## src/verilog/misc_exec_pkg.sv

```systemverilog
// constants, opcodes and carrier types for the misc control executer
package misc_exec_pkg;
	// word widths
	localparam int OPC_W  = 10;
	localparam int ACC_W  = 4;
	localparam int ADDR_W = 4;
	localparam int DATA_W = 8;
	localparam int IRQ_W  = 3;

	// opcodes
	localparam logic [OPC_W-1:0] OPC_NOP        = 10'h000;
	localparam logic [OPC_W-1:0] OPC_ADD_IMM    = 10'h060;
	localparam logic [OPC_W-1:0] OPC_ADD_MASK   = 10'h3f0;
	localparam logic [OPC_W-1:0] OPC_ADC_START  = 10'h29f;
	localparam logic [OPC_W-1:0] OPC_PWR_KEEP   = 10'h002;
	localparam logic [OPC_W-1:0] OPC_PWR_SECOND = 10'h008;
	localparam logic [OPC_W-1:0] OPC_WDT_DIS    = 10'h29c;
	localparam logic [OPC_W-1:0] OPC_WDT_RST    = 10'h2a0;
	localparam logic [OPC_W-1:0] OPC_CLK_CER    = 10'h29a;
	localparam logic [OPC_W-1:0] OPC_CLK_RC     = 10'h29b;

	// register offsets
	localparam logic [ADDR_W-1:0] REG_STATUS   = 4'h0;
	localparam logic [ADDR_W-1:0] REG_ADC_CTRL = 4'h1;
	localparam logic [ADDR_W-1:0] REG_IRQ_STAT = 4'h2;
	localparam logic [ADDR_W-1:0] REG_IRQ_EN   = 4'h3;
	localparam logic [ADDR_W-1:0] REG_IRQ_CLR  = 4'h4;

	// field positions
	localparam int ADC_MODE_BIT = 3;
	localparam int IRQ_ADC_DONE = 0;
	localparam int IRQ_WDT_FLAG = 1;
	localparam int IRQ_BACKUP   = 2;

	// reset values
	localparam logic [ACC_W-1:0] ACC_RST      = 4'h0;
	localparam logic [ACC_W-1:0] ADC_CTRL_RST = 4'h0;
	localparam logic             CLK_CER_RST  = 1'h0;

	typedef struct packed {
		logic             valid;
		logic [OPC_W-1:0] opcode;
	} instr_req_t;

	typedef struct packed {
		logic [ADDR_W-1:0] addr;
		logic [DATA_W-1:0] wdata;
		logic              we;
		logic              re;
	} reg_req_t;
endpackage
```

## src/verilog/misc_control_instr_exec.sv

```systemverilog
// executer for misc control, add-immediate and a-d start instructions
`timescale 1ns/1ps

// What this block does
// - keep-detect power-down enters backup, detector on
// - watchdog restart skips on flag, then clears
// - watchdog disable enables the stop capability
// - ceramic select picks ceramic resonator clock
// - rc select picks rc oscillator clock
// - add immediate 0..15 into accumulator
// - add immediate leaves carry flag alone
// - add immediate skips next unless overflow
// - adc start clears done, mode 0 converts
// - adc start clears done, mode 1 compares
// - mode select sits at control bit 3
module misc_control_instr_exec (
	// clock and reset
	input  wire logic                               clk,
	input  wire logic                               rstn,
	// instruction from sequencer
	input  wire misc_exec_pkg::instr_req_t          instr,
	// accumulator load from other instructions
	input  wire logic                               acc_load,
	input  wire logic [misc_exec_pkg::ACC_W-1:0]    acc_load_val,
	// peripheral events
	input  wire logic                               adc_done_set,
	input  wire logic                               wdt_flag_set,
	input  wire logic                               wakeup,
	// register port
	input  wire misc_exec_pkg::reg_req_t            reg_req,
	output logic [misc_exec_pkg::DATA_W-1:0]        reg_rdata,
	// core side
	output logic [misc_exec_pkg::ACC_W-1:0]         acc,
	output logic                                    skip_next,
	output logic                                    pc_inc,
	// a-d converter
	output logic                                    adc_start_conv,
	output logic                                    adc_start_comp,
	output logic                                    adc_done_flag,
	// watchdog and clock generator
	output logic                                    watchdog_flag_first,
	output logic                                    wdt_stop_enable,
	output logic                                    ceramic_clock_select,
	// power control
	output logic                                    backup_active,
	output logic                                    detect_keep,
	// interrupt
	output logic                                    irq
);

	typedef struct packed {
		logic [misc_exec_pkg::ACC_W-1:0]  acc;
		logic                             skip;
		logic                             pc_inc;
		logic                             start_conv;
		logic                             start_comp;
		logic                             adc_done;
		logic [misc_exec_pkg::ACC_W-1:0]  adc_ctrl;
		logic                             wdt_flag;
		logic                             wdt_stop_en;
		logic                             clk_cer;
		logic                             backup;
		logic                             detect_keep;
		logic [misc_exec_pkg::IRQ_W-1:0]  irq_stat;
		logic [misc_exec_pkg::IRQ_W-1:0]  irq_en;
		logic                             irq;
		logic [misc_exec_pkg::DATA_W-1:0] rdata;
	} state_t;

	state_t st_ff;
	state_t nxt_st;

	function automatic logic opc_is(input logic [misc_exec_pkg::OPC_W-1:0] opc,
			input logic [misc_exec_pkg::OPC_W-1:0] code);
		opc_is = (opc == code);
	endfunction

	function automatic logic is_add_imm(input logic [misc_exec_pkg::OPC_W-1:0] opc);
		is_add_imm = ((opc & misc_exec_pkg::OPC_ADD_MASK) == misc_exec_pkg::OPC_ADD_IMM);
	endfunction

	// zero-extend narrow fields onto the read bus
	function automatic logic [misc_exec_pkg::DATA_W-1:0] pad_acc(
			input logic [misc_exec_pkg::ACC_W-1:0] v);
		pad_acc = {{(misc_exec_pkg::DATA_W-misc_exec_pkg::ACC_W){1'b0}}, v};
	endfunction

	function automatic logic [misc_exec_pkg::DATA_W-1:0] pad_irq(
			input logic [misc_exec_pkg::IRQ_W-1:0] v);
		pad_irq = {{(misc_exec_pkg::DATA_W-misc_exec_pkg::IRQ_W){1'b0}}, v};
	endfunction

	// sticky status, a set beats a clear in one cycle
	function automatic logic [misc_exec_pkg::IRQ_W-1:0] sticky(
			input logic [misc_exec_pkg::IRQ_W-1:0] stat,
			input logic [misc_exec_pkg::IRQ_W-1:0] clr,
			input logic [misc_exec_pkg::IRQ_W-1:0] ev);
		sticky = (stat & ~clr) | ev;
	endfunction

	// instruction classes after decode
	typedef enum logic [3:0] {
		OP_OTHER      = 4'h0,
		OP_NOP        = 4'h1,
		OP_ADD_IMM    = 4'h2,
		OP_ADC_START  = 4'h3,
		OP_WDT_RST    = 4'h4,
		OP_WDT_DIS    = 4'h5,
		OP_CLK_CER    = 4'h6,
		OP_CLK_RC     = 4'h7,
		OP_PWR_KEEP   = 4'h8,
		OP_PWR_SECOND = 4'h9
	} op_class_t;

	// opcode to class, unknown codes fall to other
	function automatic op_class_t decode(input logic [misc_exec_pkg::OPC_W-1:0] opc);
		op_class_t kind;
		kind = OP_OTHER;
		if (is_add_imm(opc)) begin
			kind = OP_ADD_IMM;
		end else if (opc_is(opc, misc_exec_pkg::OPC_NOP)) begin
			kind = OP_NOP;
		end else if (opc_is(opc, misc_exec_pkg::OPC_ADC_START)) begin
			kind = OP_ADC_START;
		end else if (opc_is(opc, misc_exec_pkg::OPC_WDT_RST)) begin
			kind = OP_WDT_RST;
		end else if (opc_is(opc, misc_exec_pkg::OPC_WDT_DIS)) begin
			kind = OP_WDT_DIS;
		end else if (opc_is(opc, misc_exec_pkg::OPC_CLK_CER)) begin
			kind = OP_CLK_CER;
		end else if (opc_is(opc, misc_exec_pkg::OPC_CLK_RC)) begin
			kind = OP_CLK_RC;
		end else if (opc_is(opc, misc_exec_pkg::OPC_PWR_KEEP)) begin
			kind = OP_PWR_KEEP;
		end else if (opc_is(opc, misc_exec_pkg::OPC_PWR_SECOND)) begin
			kind = OP_PWR_SECOND;
		end
		decode = kind;
	endfunction

	logic                                  exec;
	logic [misc_exec_pkg::OPC_W-1:0]       opc;
	logic [misc_exec_pkg::ACC_W:0]         sum;
	logic [misc_exec_pkg::IRQ_W-1:0]       irq_set;
	logic [misc_exec_pkg::IRQ_W-1:0]       irq_clr;
	logic [misc_exec_pkg::DATA_W-1:0]      status_word;
	op_class_t                             cls;

	always_comb begin
		nxt_st = st_ff;
		opc = instr.opcode;
		cls = decode(opc);
		exec = instr.valid && !st_ff.backup;
		sum = {1'b0, st_ff.acc} + {1'b0, opc[misc_exec_pkg::ACC_W-1:0]};
		irq_set = '0;
		irq_clr = '0;
		status_word = '0;

		// pulses default low
		nxt_st.skip = 1'b0;
		nxt_st.pc_inc = 1'b0;
		nxt_st.start_conv = 1'b0;
		nxt_st.start_comp = 1'b0;

		if (acc_load) begin
			nxt_st.acc = acc_load_val;
		end

		if (exec) begin
			nxt_st.pc_inc = 1'b1;
			// one action per decoded class
			unique case (cls)
				OP_ADD_IMM: begin
					nxt_st.acc = sum[misc_exec_pkg::ACC_W-1:0];
					nxt_st.skip = !sum[misc_exec_pkg::ACC_W];
				end
				OP_ADC_START: begin
					nxt_st.adc_done = 1'b0;
					if (st_ff.adc_ctrl[misc_exec_pkg::ADC_MODE_BIT]) begin
						nxt_st.start_comp = 1'b1;
					end else begin
						nxt_st.start_conv = 1'b1;
					end
				end
				OP_WDT_RST: begin
					if (st_ff.wdt_flag) begin
						nxt_st.skip = 1'b1;
						nxt_st.wdt_flag = 1'b0;
					end
				end
				OP_WDT_DIS: begin
					nxt_st.wdt_stop_en = 1'b1;
				end
				OP_CLK_CER: begin
					nxt_st.clk_cer = 1'b1;
				end
				OP_CLK_RC: begin
					nxt_st.clk_cer = 1'b0;
				end
				OP_PWR_KEEP: begin
					nxt_st.backup = 1'b1;
					nxt_st.detect_keep = 1'b1;
					irq_set[misc_exec_pkg::IRQ_BACKUP] = 1'b1;
				end
				OP_PWR_SECOND: begin
					nxt_st.backup = 1'b1;
					nxt_st.detect_keep = 1'b0;
					irq_set[misc_exec_pkg::IRQ_BACKUP] = 1'b1;
				end
				OP_NOP, OP_OTHER: begin
					// only the program counter moves
				end
			endcase
		end

		// wake leaves backup
		if (st_ff.backup && wakeup) begin
			nxt_st.backup = 1'b0;
			nxt_st.detect_keep = 1'b0;
		end

		// peripheral sets win over instruction clears
		if (adc_done_set) begin
			nxt_st.adc_done = 1'b1;
			irq_set[misc_exec_pkg::IRQ_ADC_DONE] = 1'b1;
		end
		if (wdt_flag_set) begin
			nxt_st.wdt_flag = 1'b1;
			irq_set[misc_exec_pkg::IRQ_WDT_FLAG] = 1'b1;
		end

		// register writes
		if (reg_req.we) begin
			unique case (reg_req.addr)
				misc_exec_pkg::REG_ADC_CTRL: begin
					nxt_st.adc_ctrl = reg_req.wdata[misc_exec_pkg::ACC_W-1:0];
				end
				misc_exec_pkg::REG_IRQ_EN: begin
					nxt_st.irq_en = reg_req.wdata[misc_exec_pkg::IRQ_W-1:0];
				end
				misc_exec_pkg::REG_IRQ_CLR: begin
					irq_clr = reg_req.wdata[misc_exec_pkg::IRQ_W-1:0];
				end
				default: begin
				end
			endcase
		end
		nxt_st.irq_stat = sticky(st_ff.irq_stat, irq_clr, irq_set);
		nxt_st.irq = |(nxt_st.irq_stat & nxt_st.irq_en);

		// register reads, data next cycle only
		status_word = {2'b00, st_ff.detect_keep, st_ff.backup, st_ff.clk_cer,
			st_ff.wdt_stop_en, st_ff.wdt_flag, st_ff.adc_done};
		nxt_st.rdata = '0;
		if (reg_req.re) begin
			unique case (reg_req.addr)
				misc_exec_pkg::REG_STATUS: begin
					nxt_st.rdata = status_word;
				end
				misc_exec_pkg::REG_ADC_CTRL: begin
					nxt_st.rdata = pad_acc(st_ff.adc_ctrl);
				end
				misc_exec_pkg::REG_IRQ_STAT: begin
					nxt_st.rdata = pad_irq(st_ff.irq_stat);
				end
				misc_exec_pkg::REG_IRQ_EN: begin
					nxt_st.rdata = pad_irq(st_ff.irq_en);
				end
				default: begin
					nxt_st.rdata = '0;
				end
			endcase
		end
	end

	always_ff @(posedge clk or negedge rstn) begin
		if (!rstn) begin
			st_ff <= '0;
			st_ff.acc <= misc_exec_pkg::ACC_RST;
			st_ff.adc_ctrl <= misc_exec_pkg::ADC_CTRL_RST;
			st_ff.clk_cer <= misc_exec_pkg::CLK_CER_RST;
		end else begin
			st_ff <= nxt_st;
		end
	end

	// outputs straight from state
	assign reg_rdata            = st_ff.rdata;
	assign acc                  = st_ff.acc;
	assign skip_next            = st_ff.skip;
	assign pc_inc               = st_ff.pc_inc;
	assign adc_start_conv       = st_ff.start_conv;
	assign adc_start_comp       = st_ff.start_comp;
	assign adc_done_flag        = st_ff.adc_done;
	assign watchdog_flag_first  = st_ff.wdt_flag;
	assign wdt_stop_enable      = st_ff.wdt_stop_en;
	assign ceramic_clock_select = st_ff.clk_cer;
	assign backup_active        = st_ff.backup;
	assign detect_keep          = st_ff.detect_keep;
	assign irq                  = st_ff.irq;

endmodule

```

## config.mk

```make
export PLATFORM = sky130hd
export DESIGN_NAME = misc_control_instr_exec
export DESIGN_NICKNAME = d
export VERILOG_FILES = /design/src/verilog/misc_exec_pkg.sv /design/src/verilog/misc_control_instr_exec.sv
export SDC_FILE = /design/constraint.sdc
export NUM_CORES = 1
export LEC_CHECK = 0
export BUFFER_PORTS_ARGS = -buffer_cell sky130_fd_sc_hd__buf_2
export CORE_ASPECT_RATIO = 1.4
export CORE_MARGIN = 1.5
export CORE_UTILIZATION = 45
export DETAILED_ROUTE_END_ITERATION = 8
export HOLD_SLACK_MARGIN = 0.12
export PLACE_DENSITY = 0.81
export SLEW_MARGIN = 15
export SYNTH_ARGS = -nofsm -noshare
export SYNTH_HDL_FRONTEND = slang
export SYNTH_SLANG_ARGS = --single-unit
```

## constraint.sdc

```tcl
create_clock -name clk -period 1.3 [get_ports clk]
set_input_delay 0.065 -clock clk [delete_from_list [all_inputs] [get_ports clk]]
set_output_delay 0.065 -clock clk [all_outputs]
set_load 0.01 [all_outputs]
```

# Word level (Yosys, flattened, before mapping)
# Index checks and enable logic that the tools add are counted.
# word_totals
input_bits,35
out_inout_bits,23
wordCells,97
reg_bits,33
# op_classes
n_bitwise,4
eq_ne,20
n_mux,35
reduce_logical,21
n_addsub,1
# ops
operator,count
$eq A10 B10 Y1 const B,5
$mux W4,11
$pmux W6 S4,1
$eq A4 B3 Y1 const B,5
$eq A4 B2 Y1 const B,4
$mux W3,5
$reduce_and A2 Y1,6
$reduce_bool A2 Y1,6
$mux W1,11
$eq A10 B2 Y1 const B,1
$eq A10 B4 Y1 const B,1
$logic_not A10 Y1,1
$mux W9,1
$eq A4 B4 Y1 const B,2
$and A3 B3 Y3,2
$eq A6 B3 Y1 const B,1
$mux W6,1
$add A4 B4 Y5,1
$mux W5,1
$eq A4 B1 Y1 const B,1
$logic_not A4 Y1,1
$pmux W1 S2,2
$pmux W2 S2,1
$not A3 Y3,1
7 further kinds,9

# Longest topological paths before layout
# Gate-level depths: netlist of run 1.
# depth
word_depth,17
ltp_mapped,6
depth_no_buf,6

# Worst setup path before layout of run 1
# OpenSTA, ideal clock, no wires.
# synth_path
kind,register to register
start,"register st_ff, in the netlist backup_active"
end,"register, netlist name acc[0]"
t_required_ns,1.175
synth_period_minus_slack_ns,1.485
slack_ns,-0.185
arrival_ns,1.360
path_buffers,0
setup_ns,0.125
stages_incl_launch_ff,7
path_cell_list,dfrtp_1 > inv_1 > nand2_1 > inv_1 > o211ai_2 > nand4b_4 > mux2_4
# synth_lines
element,line,rtl
start: declaration,misc_control_instr_exec.sv:70,state_t st_ff;
start signal: assignment,misc_control_instr_exec.sv:283,st_ff <= nxt_st;

==> results of run 1 <==
==> what timing repair did <==
action                                 in CTS  in global routing
setup endpoints to repair                   8                 10
hold buffers                               11                  0
resized for setup                           6                 10
setup buffers                               2                  3
pin swaps                                   2                  4
gates cloned                                0                  0
endpoints found under the hold margin      47                  0
==> report_power, final <==
part | leakage [nW] | total [mW] | internal, mW | switching [mW]
sequential | 0.385 | 1.10 | 1.05 | 0.0495
combinational | 0.843 | 0.508 | 0.282 | 0.226
clock | 0.0470 | 0.750 | 0.414 | 0.336
==> through the flow <==
stage	hold slack [ns]	total power [mW]	TNS, ns
2_1_floorplan	-0.231	1.38	-0.0875
3_3_place_gp	0.0975	1.54	-1.73
3_5_place_dp	0.106	1.56	-2.27
4_1_cts	0.130	2.36	-0.180
5_1_grt	0.146	2.48	-1.11
6_report	0.139	2.35	-0.438
==> registers in the layout (all words and copies together) (netlist names) <==
signal,cells
acc,4
adc_done_flag,1
adc_start_comp,1
adc_start_conv,1
backup_active,1
ceramic_clock_select,1
detect_keep,1
irq,1
pc_inc,1
reg_rdata,6
skip_next,1
st_ff,10
watchdog_flag_first,1
wdt_stop_enable,1
==> path summary, 6_finish.rpt <==
check	startpoint	endpoint	slack (ns)	cells after the start
max	acc[0]	acc[0]	-0.12	5
min	reg_req[11]	reg_rdata[4]	0.14	3
max reg2reg	acc[0]	acc[0]	-0.12	5
min reg2reg	wdt_stop_enable	wdt_stop_enable	0.49	1
max in group asynchronous	rstn	adc_start_comp	0.69	3
min in group asynchronous	rstn	irq	0.33	3
==> per-layer routing <==
| metal | GRT usage | part of all wire | up-vias |
|---|---|---|---|
| met3 | 0.0523 | 0.045 | 6 |
| met1 | 0.211 | 0.39 | 697 |
| met4 | 0.0714 | 0.015 | 0 |
| met5 | 0 | 0 | - |
| li1 | - | - | 723 |
| met2 | 0.361 | 0.55 | 42 |
==> logic make-up after synthesis <==
family,Yosys count,synth area share
adders and majority gates,5,0.0398
buffers and inverters,21,0.0733
AOI/OAI and AO/OA,27,0.131
and+or+nand+nor,46,0.177
DFF,31,0.441
xor gates and xnor gates,3,0.0149
muxes,19,0.121
other,1,0.00213
==> cell usage in the layout (no fill, tap or decap), drive strengths merged, types with 2 or more instances in the layout <==
cell	instances
dlygate4sd3	11
inv	7
nand2	8
o21ai	3
o31ai	2
buf	84
clkbuf	6
mux2	9
conb	2
a21oi	2
ha	4
nand4b	2
nor4	3
dfrtp	31
xor2	3
and4bb	2
a221oi	3
a21o	5
nand4	2
nor4b	2
o21a	2
and3b	2
and3	3
nor2	10
nor2b	3
mux2i	10
o211ai	2
==> worst max-delay path, stage by stage (launching register included) <==
cell and delay (ns):
dfrtp_1 0.40, buf_4 0.14, buf_4 0.12, buf_4 0.12
mux2_2 0.25, mux2_4 0.26
==> area by class of cell <==
| type | instances | area, um2 |
|---|---|---|
| Clock buffer | 6 | 82.6 |
| Timing Repair Buffer | 95 | 637 |
| Fill cell | 277 | 1210 |
| Clock inverter | 1 | 5.00 |
| Inverter | 7 | 28.8 |
| Sequential cell | 31 | 776 |
| Multi-Input combinational cell | 102 | 920 |
| Tap cell | 42 | 52.6 |
==> impl_metrics.ini, run 1 <==
[power_and_ir_drop]
power_density_nw_per_um2 = 941
ir_worst_vdd_mv = 0.704
p_leak_nw = 1.28

[placement]
dpl_cell_area_um2 = 2190
hpwl_um = 3030
gp_congestion = 0.824
port_buffers = 51
place_ws_ns = -0.237
place_inst = 261

[detailed_routing]
vias = 1468
wl_per_cell_um = 14.4
drc_errors = 0
first_pass_iters = 4
drt_iter0_drc = 46
drt_wl_total_um = 4080
via_per_inst = 5.17
ant_nets = 0

[yosys]
yosys_warnings = 0
synth_commonest_cells = dfrtp_1 (31), buf_4 (13), mux2i_1 (10), nor2_1 (10)
yosysTopAreaCell = dfrtp_1
async_reset_ff_frac = 1.00
seq_area_frac_synth = 0.441
syn_area_per_cell_um2 = 11.5
ys_types = 53
synth_edf_count = 0
yosys.cell_count.top_type = dfrtp_1
synthTopCellsByArea = dfrtp_1 (44%), mux2i_1 (5.7%), buf_4 (5.5%)
ys_seq_elements = 31
synthFlopType = dfrtp_1
synthCells = 153
netlist_area_um2 = 1760
synth_top_area_share = 0.441

[global_routing]
grt_antenna_before_repair = 0
grt_pass1_vias = 1474
grt_pass1_wl_um = 6520
grt_max_degree = 32
grtUsageTotal = 0.196
overflow = 0

[outcome]
status = finished with violations
failed_checks = setup timing

[die]
die_area_um2 = 4300
core_um2 = 3710
io_pins = 58
die-width_um = 55.8
die_y_um = 77.0
start_util = 0.474
row_count = 26

[layout]
synthToLayoutAreaGrowth_pct = 42.2
final_util = 0.674
num-nets-final = 282
antenna_cells = 0
design_area_um2 = 2500
stdcell_count = 284
drive_gt1_frac = 0.517

[timing]
hold_violations = 0
finalCritPeriodShare = 1.09
setup_viol_count_final = 9
fin_crit_ns = 1.42
fin_ws_ns = -0.118
report.final.slew_viol_count = 0
fmax_ghz = 0.705
rsz0062_at_grt = true
finClkSkew_ns = 0.00190

[setup_path]
startpoint_type = flop
end_kind = flop
critPathMaxFanout = 2
crit_arrival_ns = 1.58
crit_type = reg2reg
cp.required_ns = 1.47

[clock_tree]
cts_tree = done
clkLatencyLatePin_ns = 0.28
clk_pin_slew_ns = 0.06
clock_sinks = 31
clockRootBuffer = clkbuf_8
ctsLongestPathBuffers = 2
tritoncts.num_buffers = 5
cts_max_level = 2

[run]
cap_viol_max_count = 0

[hold_path]
hold_class = in2reg
No activity file was read; power rests on OpenSTA's default activity.
==> inputs of run 2 (changes only) <==
CORE_UTILIZATION = 50   (was 45)
PLACE_DENSITY = 0.85   (was 0.81)
clock period = 1.44 ns   (was 1.3 ns; I/O delays follow)
==> impl_metrics.ini, run 2 (synthesis results as in run 1) <==
[global_routing]
overflow = 0
grt_pass1_wl_um = 6540
grtUsageTotal = 0.233
grt_antenna_before_repair = 0
grt_max_degree = 32
grt_pass1_vias = 1473

[layout]
stdcell_count = 274
nFillCells = 235
regArea_um2 = 776
largest_reg_flops = 10
final_util = 0.707
num-nets-final = 274
antenna_cells = 0
drive_gt1_frac = 0.483
final_cell_mix = buf_2 (51), dfrtp_1 (31), buf_4 (24)
final_common_cell = buf_2
multi_input_area_um2 = 892
synthToLayoutAreaGrowth_pct = 35.7
largest-register = st_ff

[timing]
finClkSkew_ns = 0.00623
fin_crit_ns = 1.39
finalCritPeriodShare = 0.964
slew_headroom = 0.558
worst_pin_slew_ns = 0.663
report.final.slew_viol_count = 0
setup_viol_count_final = 0
rsz0062_at_grt = true
hold_violations = 0
fmax_ghz = 0.720

[detailed_routing]
drt-met1-wl_um = 1590
drt_wl_total_um = 4000
highest_layer = met4
drc_errors = 0
wl_per_cell_um = 14.6
first_pass_iters = 4
wl_met2_um = 2160
ant_nets = 0
via_per_inst = 5.34
drt_iter0_drc = 32
vias = 1464
dr_wl_met3_um = 185

[die]
die-width_um = 53.1
start_util = 0.521
io_pins = 58
row_count = 25
core_um2 = 3380
die_y_um = 73.2
die_area_um2 = 3890

[power_and_ir_drop]
ir_worst_vdd_mv = 0.739
power_density_nw_per_um2 = 884
p_leak_nw = 1.22

[setup_path]
critPathMaxFanout = 3
crit_arrival_ns = 1.61
timing.reg2reg.setup_slack_ns = 0.05
crit_type = reg2reg
r2r_cells = 8
startpoint_type = flop
critPathLaunch = backup_active
reg2reg_to = adc_start_conv
reg2reg_from = backup_active
end_kind = flop
cp.required_ns = 1.66
worstSetupEndpoint = adc_start_conv

[clock_tree]
clk_pin_slew_ns = 0.06
cts_tree = done
clockRootBuffer = clkbuf_8
clkLatencyLatePin_ns = 0.28
tritoncts.num_buffers = 5
ctsLongestPathBuffers = 2
clock_sinks = 31
cts_max_level = 2

[placement]
gp_congestion = 0.839
place_inst = 251
hpwl_um = 2960
port_buffers = 51

[run]
cap_viol_max_count = 0

[hold_path]
whs_path_depth = 3
hold_class = in2reg

[outcome]
status = complete, no violations
## run 2: worst min-delay path by stage
stage                     from            end  slack (ns)
6_report       acc_load_val[0]         acc[0]        0.16
5_1_grt        acc_load_val[0]         acc[0]        0.16
4_1_cts        acc_load_val[0]         acc[0]        0.15
3_5_place_dp              rstn  backup_active        0.15
3_3_place_gp              rstn         pc_inc        0.13
2_1_floorplan             rstn         acc[0]       -0.22
## run 2: layer usage
metal | vias to the layer above | global-route usage
met5 | - | 0
met4 | 0 | 0.0855
met3 | 8 | 0.0779
met2 | 35 | 0.410
met1 | 711 | 0.254
li1 | 710 | -
## run 2: timing repair
item	CTS	global route
setup endpoints to repair	4	9
resized for setup	2	7
hold buffers	12	0
setup buffers	0	4
pin swaps	0	2
gates cloned	0	0
endpoints found under the hold margin	47	0
## run 2: worst max-delay path: stages, from the launching register on
cell,delay [ns]
dfrtp_1,0.39
inv_2,0.08
nand2_2,0.08
inv_1,0.09
o211ai_2,0.10
buf_4,0.15
a211oi_2,0.16
buf_4,0.16
nor2b_2,0.13
## run 2: layout make-up
class	instances	area share
clock inverter	1	0.00210
clock buffer	6	0.0346
timing repair buffer	87	0.233
multi-input combinational	102	0.374
tap	40	0.0210
sequential	31	0.325
inverter	7	0.0110
## run 2: power by group
part / internal [mW] / leakage (nW) / switching, mW
Clock: 0.374 / 0.0470 / 0.307
Combinational: 0.238 / 0.791 / 0.199
Sequential: 0.946 / 0.385 / 0.0472
Total: 1.56 / 1.22 / 0.552
## run 2: per-stage QoR
step | total power [mW] | TNS (ns) | hold slack (ns) | cell area (um2) | setup slack, ns
CTS | 2.11 | 0 | 0.149 | 2330 | 0.00518
global route | 2.22 | -0.0637 | 0.159 | 2390 | -0.0282
floorplan | 1.24 | 0 | -0.224 | 1770 | 0.0171
global placement | 1.37 | -0.282 | 0.134 | 2120 | -0.0808
detailed placement | 1.39 | -0.671 | 0.145 | 2120 | -0.144
finish | 2.11 | 0 | 0.158 | 2390 | 0.0518
